File: src/inc/hpu_regs.svh
/*
 * register offsets, field positions, reset values and pin codes of the
 * host pixel unpacker. assumes a 32-bit apb with byte addresses.
 */
`ifndef HPU_REGS_SVH
`define HPU_REGS_SVH

// ==========================================================
// register map
`define HPU_OFS_CTRL      12'h000
`define HPU_OFS_STATUS    12'h004

// ==========================================================
// control fields
`define HPU_CTRL_FMT_LSB  0
`define HPU_CTRL_ZINV_BIT 4
`define HPU_CTRL_D18_BIT  8
`define HPU_CTRL_RESET    32'h0000_0000

// ==========================================================
// pin and format codes, pixels per row
`define HPU_IM_BUS18      3'h0
`define HPU_IM_BUS9       3'h1
`define HPU_IM_BUS16      3'h2
`define HPU_FMT_RGB16     3'h5
`define HPU_FMT_RGB18     3'h6
`define HPU_ROW_PIXELS    9'h140

`endif

File: src/inc/hpu_pkg.sv
/*
 * types of the host pixel unpacker.
 * assumes the constants header is included where offsets are used.
 */
package hpu_pkg;

   // ==========================================================
   // operating modes
   typedef enum logic [2:0] {
      MODE_IDLE,
      MODE_MCU9,
      MODE_MCU16,
      MODE_MCU18,
      MODE_RGB16,
      MODE_RGB18
   } hpu_mode_t;

   // ==========================================================
   // pins sampled from outside the clock domain
   typedef struct packed {
      logic        pixclk;
      logic        vsync_n;
      logic        hsync_n;
      logic        de;
      logic        wr_n;
      logic        dc;
      logic [2:0]  im;
      logic [17:0] data;
   } hpu_pins_t;

   // ==========================================================
   // whole module state
   typedef struct packed {
      hpu_pins_t   sync1;
      hpu_pins_t   sync2;
      hpu_pins_t   prev;
      logic [2:0]  fmt;
      logic        zinv;
      logic        d18;
      hpu_mode_t   mode;
      logic        half;
      logic [11:0] part;
      logic [8:0]  col;
      logic        even;
      logic        pol;
      logic        vs_low;
      logic        hs_low;
      logic [15:0] pixcnt;
      logic        wr_en;
      logic [17:0] pix;
      logic        frame;
      logic        pready;
      logic        pslverr;
      logic [31:0] prdata;
   } hpu_state_t;

endpackage

File: src/rtl/hpu_unpacker.sv
/*
 * host pixel unpacker: parallel mcu bus (9/16/18 bit) and 16/18-bit
 * video port to frame-memory write words, with z-inversion reorder.
 * assumes pclk at 10 MHz, all pins asynchronous to pclk, apb master.
 */
// Operation
// - 9-bit bus, 18 bpp: two transfers per pixel, D8 is msb.
// - select pins 010 pick the 16-bit bus, 16 or 18 bpp.
// - 16-bit bus, 16 bpp: one transfer, 5-6-5 on D15..D0.
// - 16-bit bus, 18 bpp: two transfers joined into one pixel.
// - select pins 000 pick the 18-bit bus, 6-6-6 only.
// - 18-bit bus: one transfer per pixel, D17 is msb.
// - pixel format field 101 selects 16-bit video port.
// - 16-bit video uses D15..D0 with syncs and pixel clock.
// - pixel format field 110 selects 18-bit video port.
// - 18-bit video writes only while data enable is high.
// - configuration goes over the register bus, not the video port.
// - z-inversion drives one extra data line per row.
// - z-inversion odd lines: red, green, blue in normal order.
// - z-inversion even lines: green, blue, red, one sub-pixel shift.
// - z-inversion uses column polarity yet looks like dot inversion.
// - video pins sampled on pixel clock rise; syncs low, enable high.
`timescale 1ns/1ps
`default_nettype none
`include "hpu_regs.svh"

module hpu_unpacker
   import hpu_pkg::*;
(
   input  wire logic        pclk,
   input  wire logic        presetn,
   input  wire logic        pclken,
   input  wire logic        psel,
   input  wire logic        penable,
   input  wire logic        pwrite,
   input  wire logic [11:0] paddr,
   input  wire logic [31:0] pwdata,
   output logic      [31:0] prdata,
   output logic             pready,
   output logic             pslverr,
   input  wire logic [2:0]  interface_select_pins,
   input  wire logic        mcu_wr_n,
   input  wire logic        mcu_dc,
   input  wire logic        pixel_clock_pin,
   input  wire logic        vsync_n,
   input  wire logic        hsync_n,
   input  wire logic        data_enable,
   input  wire logic [17:0] video_data_lines,
   output logic             frame_memory_wr_en,
   output logic      [17:0] frame_memory_wr_data,
   output logic             frame_memory_frame_start,
   output logic             gate_line_even,
   output logic             zinv_extra_line_en,
   output logic             source_polarity
);

   // ==========================================================
   // state
   hpu_state_t  st_ff;
   hpu_state_t  nxt_st;
   hpu_pins_t   pins_in;
   hpu_pins_t   s2;
   hpu_pins_t   pv;
   hpu_mode_t   mode_sel;
   logic        wr_edge;
   logic        pix_rise;
   logic        vs_fall;
   logic        hs_fall;
   logic        mcu_ev;
   logic        vid_ev;
   logic        done;
   logic [17:0] pix_raw;
   logic [17:0] pix_out;
   logic        apb_setup;
   logic        apb_commit;
   logic        hit_ctrl;
   logic        hit_stat;

   assign pins_in = '{pixclk:  pixel_clock_pin,
                      vsync_n: vsync_n,
                      hsync_n: hsync_n,
                      de:      data_enable,
                      wr_n:    mcu_wr_n,
                      dc:      mcu_dc,
                      im:      interface_select_pins,
                      data:    video_data_lines};

   // only the second stage and its delayed copy are read
   assign s2 = st_ff.sync2;
   assign pv = st_ff.prev;

   // ==========================================================
   // mode decode
   function automatic hpu_mode_t decode(input logic [2:0] fmt,
                                        input logic [2:0] im);
      hpu_mode_t m;
      m = MODE_IDLE;
      if (fmt == `HPU_FMT_RGB16) begin
         m = MODE_RGB16;
      end else if (fmt == `HPU_FMT_RGB18) begin
         m = MODE_RGB18;
      end else if (im == `HPU_IM_BUS18) begin
         m = MODE_MCU18;
      end else if (im == `HPU_IM_BUS9) begin
         m = MODE_MCU9;
      end else if (im == `HPU_IM_BUS16) begin
         m = MODE_MCU16;
      end
      return m;
   endfunction

   // 5-6-5 widened by copying each msb into the new lsb
   function automatic logic [17:0] widen565(input logic [15:0] d);
      return {d[15:11], d[15], d[10:5], d[4:0], d[4]};
   endfunction

   assign mode_sel = decode(st_ff.fmt, s2.im);

   // ==========================================================
   // pin events
   // pixel clock edges only exist while the host keeps the pixel clock running; write strobe edges do not need it
   assign pix_rise = s2.pixclk & ~pv.pixclk;
   assign wr_edge  = s2.wr_n & ~pv.wr_n;
   // syncs are active low; a fall is judged between two pixel clock rises,
   // since the host may move them well before the rise that samples them
   assign vs_fall  = pix_rise & ~s2.vsync_n & ~st_ff.vs_low;
   assign hs_fall  = pix_rise & ~s2.hsync_n & ~st_ff.hs_low;
   assign mcu_ev   = wr_edge & s2.dc &
                     (mode_sel inside {MODE_MCU9, MODE_MCU16, MODE_MCU18});
   assign vid_ev   = pix_rise & s2.de &
                     (mode_sel inside {MODE_RGB16, MODE_RGB18});

   // ==========================================================
   // pixel assembly
   always_comb begin
      pix_raw = '0;
      done    = 1'b0;
      unique case (mode_sel)
         MODE_MCU18: begin
            pix_raw = s2.data;
            done    = mcu_ev;
         end
         MODE_MCU9: begin
            // D17..D9 are don't care on this bus
            pix_raw = {st_ff.part[8:0], s2.data[8:0]};
            done    = mcu_ev & st_ff.half;
         end
         MODE_MCU16: begin
            if (st_ff.d18) begin
               pix_raw = {st_ff.part, s2.data[15:10]};
               done    = mcu_ev & st_ff.half;
            end else begin
               pix_raw = widen565(s2.data[15:0]);
               done    = mcu_ev;
            end
         end
         MODE_RGB16: begin
            // D17/D16 are left open by the host and never read
            pix_raw = widen565(s2.data[15:0]);
            done    = vid_ev;
         end
         MODE_RGB18: begin
            pix_raw = s2.data;
            done    = vid_ev;
         end
         MODE_IDLE: begin
            pix_raw = '0;
            done    = 1'b0;
         end
      endcase
   end

   // with z-inversion on, even gate lines take green, blue, red onto r, g, b sub-pixels
   assign pix_out = (st_ff.zinv && st_ff.even) ?
                    {pix_raw[11:6], pix_raw[5:0], pix_raw[17:12]} :
                    pix_raw;

   // ==========================================================
   // register bus decode
   assign apb_setup  = psel & penable & ~st_ff.pready;
   assign apb_commit = psel & penable & st_ff.pready;
   assign hit_ctrl   = (paddr == `HPU_OFS_CTRL);
   assign hit_stat   = (paddr == `HPU_OFS_STATUS);

   // ==========================================================
   // next state
   always_comb begin
      nxt_st       = st_ff;
      nxt_st.sync1 = pins_in;
      nxt_st.sync2 = st_ff.sync1;
      nxt_st.prev  = st_ff.sync2;
      nxt_st.wr_en = 1'b0;
      nxt_st.frame = 1'b0;
      nxt_st.mode  = mode_sel;

      // a switch of bus or format drops any half-built pixel unless a transfer in that same cycle completes it
      if (mode_sel != st_ff.mode) begin
         nxt_st.half = 1'b0;
         nxt_st.col  = '0;
         nxt_st.even = 1'b0;
      end else if (mcu_ev && !done) begin
         nxt_st.half = 1'b1;
         if (mode_sel == MODE_MCU9) begin
            nxt_st.part = {3'h0, s2.data[8:0]};
         end else begin
            nxt_st.part = {s2.data[15:10], s2.data[7:2]};
         end
      end

      if (done) begin
         nxt_st.half   = 1'b0;
         nxt_st.wr_en  = 1'b1;
         nxt_st.pix    = pix_out;
         nxt_st.pixcnt = st_ff.pixcnt + 16'h0001;
         // the mcu bus has no line sync, so rows are counted in pixels
         if (mcu_ev) begin
            if (st_ff.col == `HPU_ROW_PIXELS - 9'h001) begin
               nxt_st.col  = '0;
               nxt_st.even = ~st_ff.even;
            end else begin
               nxt_st.col = st_ff.col + 9'h001;
            end
         end
      end

      if (pix_rise) begin
         nxt_st.vs_low = ~s2.vsync_n;
         nxt_st.hs_low = ~s2.hsync_n;
      end

      if (mode_sel inside {MODE_RGB16, MODE_RGB18}) begin
         if (vs_fall) begin
            // first line sync of the frame brings the row to odd
            nxt_st.even  = 1'b1;
            nxt_st.frame = 1'b1;
            nxt_st.pol   = ~st_ff.pol;
         end
         if (hs_fall) begin
            nxt_st.even = vs_fall ? 1'b0 : ~st_ff.even;
         end
      end

      // registers are only reached over the bus
      if (apb_setup) begin
         nxt_st.pready  = 1'b1;
         nxt_st.pslverr = ~(hit_ctrl | hit_stat);
         nxt_st.prdata  = '0;
         if (!pwrite && hit_ctrl) begin
            nxt_st.prdata = {23'h0, st_ff.d18, 3'h0, st_ff.zinv,
                             1'b0, st_ff.fmt};
         end else if (!pwrite && hit_stat) begin
            nxt_st.prdata = {st_ff.pixcnt, 8'h00, 2'h0, st_ff.pol,
                             st_ff.even, st_ff.half, st_ff.mode};
         end
      end else if (apb_commit) begin
         nxt_st.pready  = 1'b0;
         nxt_st.pslverr = 1'b0;
         if (pwrite && hit_ctrl) begin
            nxt_st.fmt  = pwdata[`HPU_CTRL_FMT_LSB +: 3];
            nxt_st.zinv = pwdata[`HPU_CTRL_ZINV_BIT];
            nxt_st.d18  = pwdata[`HPU_CTRL_D18_BIT];
         end
      end
   end

   // ==========================================================
   // state register
   always_ff @(posedge pclk or negedge presetn) begin
      if (!presetn) begin
         st_ff            <= '0;
         // strobe stages start idle so that release gives no false edge
         st_ff.sync1.wr_n <= 1'b1;
         st_ff.sync2.wr_n <= 1'b1;
         st_ff.prev.wr_n  <= 1'b1;
      end else if (pclken) begin
         st_ff <= nxt_st;
      end
   end

   // ==========================================================
   // outputs
   assign prdata                   = st_ff.prdata;
   assign pready                   = st_ff.pready;
   assign pslverr                  = st_ff.pslverr;
   assign frame_memory_wr_en       = st_ff.wr_en;
   assign frame_memory_wr_data     = st_ff.pix;
   assign frame_memory_frame_start = st_ff.frame;
   assign gate_line_even           = st_ff.even;
   // one sub-pixel longer row while z-inversion is on
   assign zinv_extra_line_en       = st_ff.zinv;
   assign source_polarity          = st_ff.pol;

   // ==========================================================
   // checks
   a_bus18_single: assert property (
      @(posedge pclk) disable iff (!presetn)
      pclken && mode_sel == MODE_MCU18 && mcu_ev && !st_ff.zinv
      |=> frame_memory_wr_en && frame_memory_wr_data == $past(s2.data))
      else $error("18-bit bus pixel not written in one transfer");

   a_bus9_first: assert property (
      @(posedge pclk) disable iff (!presetn)
      pclken && mode_sel == MODE_MCU9 && mode_sel == st_ff.mode
         && mcu_ev && !st_ff.half
      |=> !frame_memory_wr_en && st_ff.half)
      else $error("9-bit bus wrote on first transfer");

   a_bus9_join: assert property (
      @(posedge pclk) disable iff (!presetn)
      pclken && mode_sel == MODE_MCU9 && mcu_ev && st_ff.half && !st_ff.zinv
      |=> frame_memory_wr_en
          && frame_memory_wr_data == {$past(st_ff.part[8:0]), $past(s2.data[8:0])})
      else $error("9-bit bus pixel not joined");

   a_bus16_wide: assert property (
      @(posedge pclk) disable iff (!presetn)
      pclken && mode_sel == MODE_MCU16 && !st_ff.d18 && mcu_ev && !st_ff.zinv
      |=> frame_memory_wr_en
          && frame_memory_wr_data[17:12] == {$past(s2.data[15:11]), $past(s2.data[15])})
      else $error("16-bit bus 5-6-5 pixel wrong");

   a_bus16_pair: assert property (
      @(posedge pclk) disable iff (!presetn)
      pclken && mode_sel == MODE_MCU16 && st_ff.d18 && mcu_ev && st_ff.half
         && !st_ff.zinv
      |=> frame_memory_wr_en && frame_memory_wr_data[5:0] == $past(s2.data[15:10]))
      else $error("16-bit bus 18 bpp second transfer wrong");

   a_video_qual: assert property (
      @(posedge pclk) disable iff (!presetn)
      pclken && mode_sel == MODE_RGB18 && pix_rise && !s2.de && !mcu_ev
      |=> !frame_memory_wr_en)
      else $error("video word written without data enable");

   a_format_sel: assert property (
      @(posedge pclk) disable iff (!presetn)
      pclken && st_ff.fmt == `HPU_FMT_RGB16 |=> st_ff.mode == MODE_RGB16)
      else $error("16-bit video mode not selected");

   a_format_18: assert property (
      @(posedge pclk) disable iff (!presetn)
      pclken && st_ff.fmt == `HPU_FMT_RGB18 |=> st_ff.mode == MODE_RGB18)
      else $error("18-bit video mode not selected");

   a_zinv_even: assert property (
      @(posedge pclk) disable iff (!presetn)
      pclken && done && st_ff.zinv && st_ff.even
      |=> frame_memory_wr_data == {$past(pix_raw[11:0]), $past(pix_raw[17:12])})
      else $error("even line sub-pixels not rotated");

   a_zinv_odd: assert property (
      @(posedge pclk) disable iff (!presetn)
      pclken && done && !st_ff.even |=> frame_memory_wr_data == $past(pix_raw))
      else $error("odd line sub-pixels reordered");

   a_frame_pol: assert property (
      @(posedge pclk) disable iff (!presetn)
      pclken && vs_fall && (mode_sel inside {MODE_RGB16, MODE_RGB18})
      |=> source_polarity != $past(source_polarity) && frame_memory_frame_start)
      else $error("polarity did not flip at frame start");

endmodule // hpu_unpacker
`default_nettype wire

File: config.mk
export PLATFORM = sky130hd
export DESIGN_NAME = hpu_unpacker
export DESIGN_NICKNAME = d
export VERILOG_FILES = /design/src/inc/hpu_pkg.sv /design/src/rtl/hpu_unpacker.sv
export VERILOG_INCLUDE_DIRS = /design/src /design/src/inc
export SDC_FILE = /design/constraint.sdc
export NUM_CORES = 1
export LEC_CHECK = 0
export BUFFER_PORTS_ARGS = -buffer_cell sky130_fd_sc_hd__clkbuf_2
export CAP_MARGIN = 20
export CORE_UTILIZATION = 45
export CTS_BUF_LIST = sky130_fd_sc_hd__clkbuf_2
export DETAILED_ROUTE_END_ITERATION = 8
export GPL_TIMING_DRIVEN = 0
export PLACE_DENSITY = 0.68
export RECOVER_POWER = 50
export SETUP_SLACK_MARGIN = 0.1
export SLEW_MARGIN = 20
export SYNTH_ARGS = -nofsm -noshare
export SYNTH_HDL_FRONTEND = slang
export SYNTH_SLANG_ARGS = --single-unit
File: constraint.sdc
create_clock -name pclk -period 2 [get_ports pclk]
set_input_delay 0.2 -clock pclk [delete_from_list [all_inputs] [get_ports pclk]]
set_output_delay 0.2 -clock pclk [all_outputs]
set_load 0.01 [all_outputs]
Word-level counts from Yosys, hierarchy flattened
Cells that the tools add are included.
{"block": "op_classes", "add_sub_neg": 2, "eq_ne": 12, "mux": 30, "n_bitwise": 27, "n_reduce_logical": 24}
{"cell": "$pmux W18 S5", "count": 1}
{"cell": "$mux W32", "count": 2}
{"cell": "$mux W18", "count": 2}
{"cell": "$mux W10", "count": 3}
{"cell": "$mux W19", "count": 1}
{"cell": "$add A16 B1 Y16 const B", "count": 1}
{"cell": "$and A1 B1 Y1", "count": 14}
{"cell": "$mux W2", "count": 7}
{"cell": "$mux W13", "count": 1}
{"cell": "$eq A12 B3 Y1 const B", "count": 1}
{"cell": "$eq A3 B3 Y1 const B", "count": 4}
{"cell": "$logic_not A12 Y1", "count": 1}
{"cell": "$mux W12", "count": 1}
{"cell": "$not A1 Y1", "count": 12}
{"cell": "$reduce_and A2 Y1", "count": 5}
{"cell": "$add A9 B1 Y9 const B", "count": 1}
{"cell": "$eq A3 B2 Y1 const B", "count": 3}
{"cell": "$eq A9 B9 Y1 const B", "count": 1}
{"cell": "$mux W9", "count": 1}
{"cell": "$mux W1", "count": 8}
{"cell": "$eq A3 B1 Y1 const B", "count": 2}
{"cell": "$logic_not A3 Y1", "count": 2}
{"cell": "$mux W3", "count": 2}
{"cell": "$reduce_and A3 Y1", "count": 2}
{"cell": "other kinds (9)", "count": 17}
{"block": "word_totals", "reg_bits": 160}

Logic depth before layout (Yosys ltp)
{"block": "depth", "word_depth": 17, "mapped_depth": 9, "depth_no_buf": 7}

Least setup slack after synthesis
Ideal clock, no wire load.
{"block": "synth_path", "path_kind": "flip-flop to flip-flop", "from": "register st_ff[102] (netlist bit)", "to": "register st_ff[85] (netlist bit)", "setup_time_ns": 0.125, "t_arrival_ns": 1.862, "setup_slack_ns": 0.013, "stages_incl_launch_ff": 9, "path_buffers": 2, "path_cell_list": "dfrtp_1 > buf_6 > xnor2_4 > nor2_2 > o31ai_2 > nand3_1 > or2_4 > buf_6 > mux2_4"}
{"block": "synth_between", "elab_chain_cells": 12, "elab_cells_between_ends": 24}
{"element": "start, declared", "line_no": "hpu_unpacker.sv:59", "text": "hpu_state_t st_ff;"}
{"element": "start signal, assigned", "line_no": "hpu_unpacker.sv:276", "text": "st_ff <= nxt_st;"}
{"element": "$eq A3 B3 Y1 (no line)"}
{"element": "$mux W3", "line_no": "hpu_unpacker.sv:100", "text": "end else if (fmt == `HPU_FMT_RGB18) begin"}
{"element": "$mux W3 *", "line_no": "hpu_unpacker.sv:98", "text": "if (fmt == `HPU_FMT_RGB16) begin"}
{"element": "$eq A3 B1 Y1 / $eq A3 B2 Y1 (equally long branches)", "line_no": "hpu_unpacker.sv:129, hpu_unpacker.sv:138, hpu_unpacker.sv:203"}
{"element": "$reduce_bool A3 Y1", "line_no": "hpu_unpacker.sv:129", "text": "(mode_sel inside {MODE_MCU9, MODE_MCU16, MODE_MCU18});"}
{"element": "$and A1 B1 Y1", "line_no": "hpu_unpacker.sv:128", "text": "assign mcu_ev = wr_edge & s2.dc &"}
{"element": "$and A1 B1 Y1", "line_no": "hpu_unpacker.sv:146, hpu_unpacker.sv:151"}
{"element": "$mux W1", "line_no": "hpu_unpacker.sv:149", "text": "if (st_ff.d18) begin"}
{"element": "$pmux W1 S5", "line_no": "hpu_unpacker.sv:138", "text": "unique case (mode_sel)"}
{"element": "$logic_not A1 Y1", "line_no": "hpu_unpacker.sv:201", "text": "end else if (mcu_ev && !done) begin"}
{"element": "$logic_and A1 B1 Y1", "line_no": "hpu_unpacker.sv:201"}
{"element": "$reduce_and A3 Y1 (no line)"}
Every way passes the cells marked *; elsewhere a longest branch is shown, timed or not.
A chain may end at the register's enable or synchronous reset.

Worst setup path in the final report
{"block": "layout_path", "from": "register st_ff[103] (netlist bit)", "to": "register st_ff, in the netlist frame_memory_wr_data[11]"}
{"block": "layout_between", "elab_chain_cells": 10, "elab_cells_between_ends": 22}
{"element": "$eq A3 B3 Y1 (no line)"}
{"element": "$mux W3", "line_no": "hpu_unpacker.sv:100"}
{"element": "$mux W3 *", "line_no": "hpu_unpacker.sv:98"}
{"element": "$eq A3 B1 Y1 / $eq A3 B2 Y1 (equally long branches)", "line_no": "hpu_unpacker.sv:129, hpu_unpacker.sv:138"}
{"element": "$reduce_bool A3 Y1", "line_no": "hpu_unpacker.sv:129"}
{"element": "$and A1 B1 Y1", "line_no": "hpu_unpacker.sv:128"}
{"element": "$and A1 B1 Y1", "line_no": "hpu_unpacker.sv:146, hpu_unpacker.sv:151"}
{"element": "$mux W1", "line_no": "hpu_unpacker.sv:149"}
{"element": "$pmux W1 S5", "line_no": "hpu_unpacker.sv:138"}
{"element": "$reduce_and A2 Y1 (no line)"}
Marked as above.

==> metrics <==
synthesis-to-layout area growth 31.18%; maximum clock insertion buffer count 2; area share of the leading cell type in the synthesized netlist ~50%; reg-to-reg setup timing slack -0.20 ns; Startpoint Class register; worst slack after detailed placement -0.2618 ns; TritonCTS clock tree yes; global placement routability congestion ~0.87; violated checks negative setup slack; largest driver fanout on the critical path 10; type of destination of the critical path register; effective utilization at floorplan between 40% and 50%; non-filler cells in the finished layout 1,082; peak ir drop on the vdd network about 0.38 mV; cell family contributing the most delay on the critical path compound AO/OA/AOI/OAI gates; sequential element share of the synthesized area about half; skew final 0.03269 ns; total global-route track usage roughly 22%; number of warnings reported in the yosys synthesis log 0; dominant synthesized flop cell sky130_fd_sc_hd__dfrtp_1; post-route standard cell area excluding fillers around 9700 um2; number of instances in the synthesized netlist roughly 640; number of I/O pins ~130; via count of the first global-routing pass 5,530; WL/cell ~17 um; post-route clock period utilization 110.0%; number of CTS-inserted buffers 17; Relative slew margins 33.58%; post-DP HPWL ~12,000 um; number of distinct library cell variants in the gate-level netlist after synthesis 71; RSZ-0062 raised after global routing true; number of nets in the final layout between 900 and 1,000; worst path cell trace buf_4 -> inv_2 -> o2111a_2 -> buf_6 -> a222oi_1 -> a21boi_2 -> nor3_1 -> a211o_1; htree depth 4; crit path kind reg2reg; critical path data arrival time between 2 and 3 ns; CTS clock-pin slew for the worst setup and hold paths between 0.2 and 0.25 ns; die footprint around 17,000 um2; Max Cap Violations 0; run status finished, violations left; insertion delay to the later sink of the worst-skew pair 0.77 ns; required time of the critical path approximately 2.7 ns; root buffer cell sky130_fd_sc_hd__clkbuf_2; final critical delay including setup and external delays approximately 2.2 ns; commonest cells in the netlist sky130_fd_sc_hd__dfrtp_1 (148), sky130_fd_sc_hd__nand2_1 (65), sky130_fd_sc_hd__mux2_2 (64); Core Rows 46; pin count of the biggest net entering global routing approximately 80; DRC errors left 0; largest area contributor in the synthesized netlist sky130_fd_sc_hd__dfrtp_1; synthesized cell area around 7400 um2; fillcell total 1,315; power after layout ~0.0070 W; number of max-slew violations in the final report 0; DRT antenna net count 0; detailed-route vias per instance between 5 and 6; Pre-Repair DR Iteration Count 5; cell with the biggest individual delay on the critical path sky130_fd_sc_hd__dfrtp_1; global-route wire length before repair between 20,000 and 30,000 um; power density normalized to cell area a little over 700 nW/um2; antenna violations before repair 1; share of async-settable or async-resettable flops after synthesis between 90% and 100%; DR iter-0 viols approximately 450; Leak approximately 4.7 nW; total buffers and inverters traversed by the critical path 3; DIE HEIGHT 130.0 um; flip-flop and latch area about 3800 um2; post-route worst hold slack around 0.11 ns; number of failing setup endpoints in the final timing report 34; Worst Tran Pin Value 0.9962 ns; area of the multi-input gates ~3400 um2; worst min-delay path category in2reg; sum of overflow across all layers after global routing 0; worst path setup slack after routing -0.1996 ns; fraction of layout cells with a size suffix above 1 between 40% and 50%; port bufs 96; clk sinks roughly 150; Mean Syn Cell Area 11.55 um2; final wirelength ~18,000 um; area of the core region approximately 16,000 um2; Horiz. Die Dim 130.0 um; endpoints failing hold 0; number of enable-type register cells in the synthesized netlist 0; Seq cells post-synth between 150 and 200; library cell with the highest instance count after synthesis sky130_fd_sc_hd__dfrtp_1; Placed Cells about 960; placed cell area between 8000 and 9000 um2; Critical Path Max Stage Delay 0.41 ns; largest cells by area after synthesis sky130_fd_sc_hd__dfrtp_1 (50%), sky130_fd_sc_hd__mux2_2 (9.8%), sky130_fd_sc_hd__buf_4 (5.2%); Max Fclk 454.6 MHz; total vias in the final route approximately 5,800
layout by cell type (no fill, tap or decap), drive strengths merged, types with 10 or more instances in the layout:
master and n:
dfrtp 148, a222oi 10, a22o 28, dlygate4sd3 43, nor3 10, o21ai 24
a21oi 17, buf 110, xnor2 15, clkbuf 136, nand3 17, mux2 79
inv 21, nor2 15, nand2 65, and2 10
final cells by class:
type	instances	area share [%]
inverter	14	0.5435
buffer	85	6.548
antenna	1	0.02588
multi-input combinational	396	34.68
clock buffer	17	0.8799
tap	216	2.795
sequential	151	39.16
clock inverter	15	1.203
timing repair buffer	187	14.17
what timing repair did:
action	4_1_cts	5_1_grt
cloned	0	3
setup buffers	27	17
pin swaps	26	34
hold endpoints to repair	205	0
gates resized for setup	42	65
endpoints found under the setup margin	55	63
hold buffers	43	0
state kept, by name, indices dropped and copies added (netlist names):
| signal | count |
|---|---|
| pv | 2 |
| st_ff | 47 |
| pslverr | 1 |
| frame_memory_frame_start | 1 |
| prdata | 23 |
| frame_memory_wr_data | 18 |
| nxt_st | 54 |
| pready | 1 |
| gate_line_even | 1 |
| frame_memory_wr_en | 1 |
| zinv_extra_line_en | 1 |
| source_polarity | 1 |
path summary, 6_finish.rpt:
path	from	endpoint	depth (start not counted)
worst max-delay path	st_ff[103]	frame_memory_wr_data[11]	8
worst min-delay path	paddr[0]	prdata[0]	6
worst max register to register	st_ff[103]	frame_memory_wr_data[11]	8
worst min register to register	st_ff[69]	st_ff[69]	1
max in group asynchronous	presetn	nxt_st[117]	4
min in group asynchronous	presetn	prdata[26]	3
power by group:
part           leakage (nW)  internal, W  switching [W]
Combinational          2.63     0.000926       0.000723
Sequential             1.94      0.00346       0.000394
Clock                 0.120     0.000350        0.00118
worst min-delay path: stages:
cell and delay (ns):
sky130_fd_sc_hd__clkbuf_2 0.08, sky130_fd_sc_hd__nor4_1 0.04, sky130_fd_sc_hd__nand3_1 0.15, sky130_fd_sc_hd__nor4b_4 0.07, sky130_fd_sc_hd__a222oi_1 0.26, sky130_fd_sc_hd__inv_1 0.06
metrics by stage:
step	setup TNS (ns)	utilization, %
2_1_floorplan	0	-
3_3_place_gp	-256.11	51.24
3_5_place_dp	-6.520	51.47
4_1_cts	-2.392	57.79
5_1_grt	-8.524	60.65
6_report	-3.675	60.65
metal layers:
layer | up-vias | part of all wire (%) | GRT usage (%)
met2 | 221 | 47 | 33.85
li1 | 2687 | - | -
met3 | 43 | 5.3 | 4.920
met1 | 2893 | 45 | 29.76
met5 | - | 0 | 0
met4 | 0 | 2.5 | 8.824
logic make-up after synthesis:
group / share of synthesized area [%]
AOI/OAI and AO/OA: 13.65
xor gates and xnor gates: 2.767
DFF: 51.32
adders and majority gates: 0.3394
and+or+nand+nor: 10.29
muxes: 13.24
other: 0.05088
buffers and inverters: 8.352
Note: power is estimated with default switching activity, not from simulation.
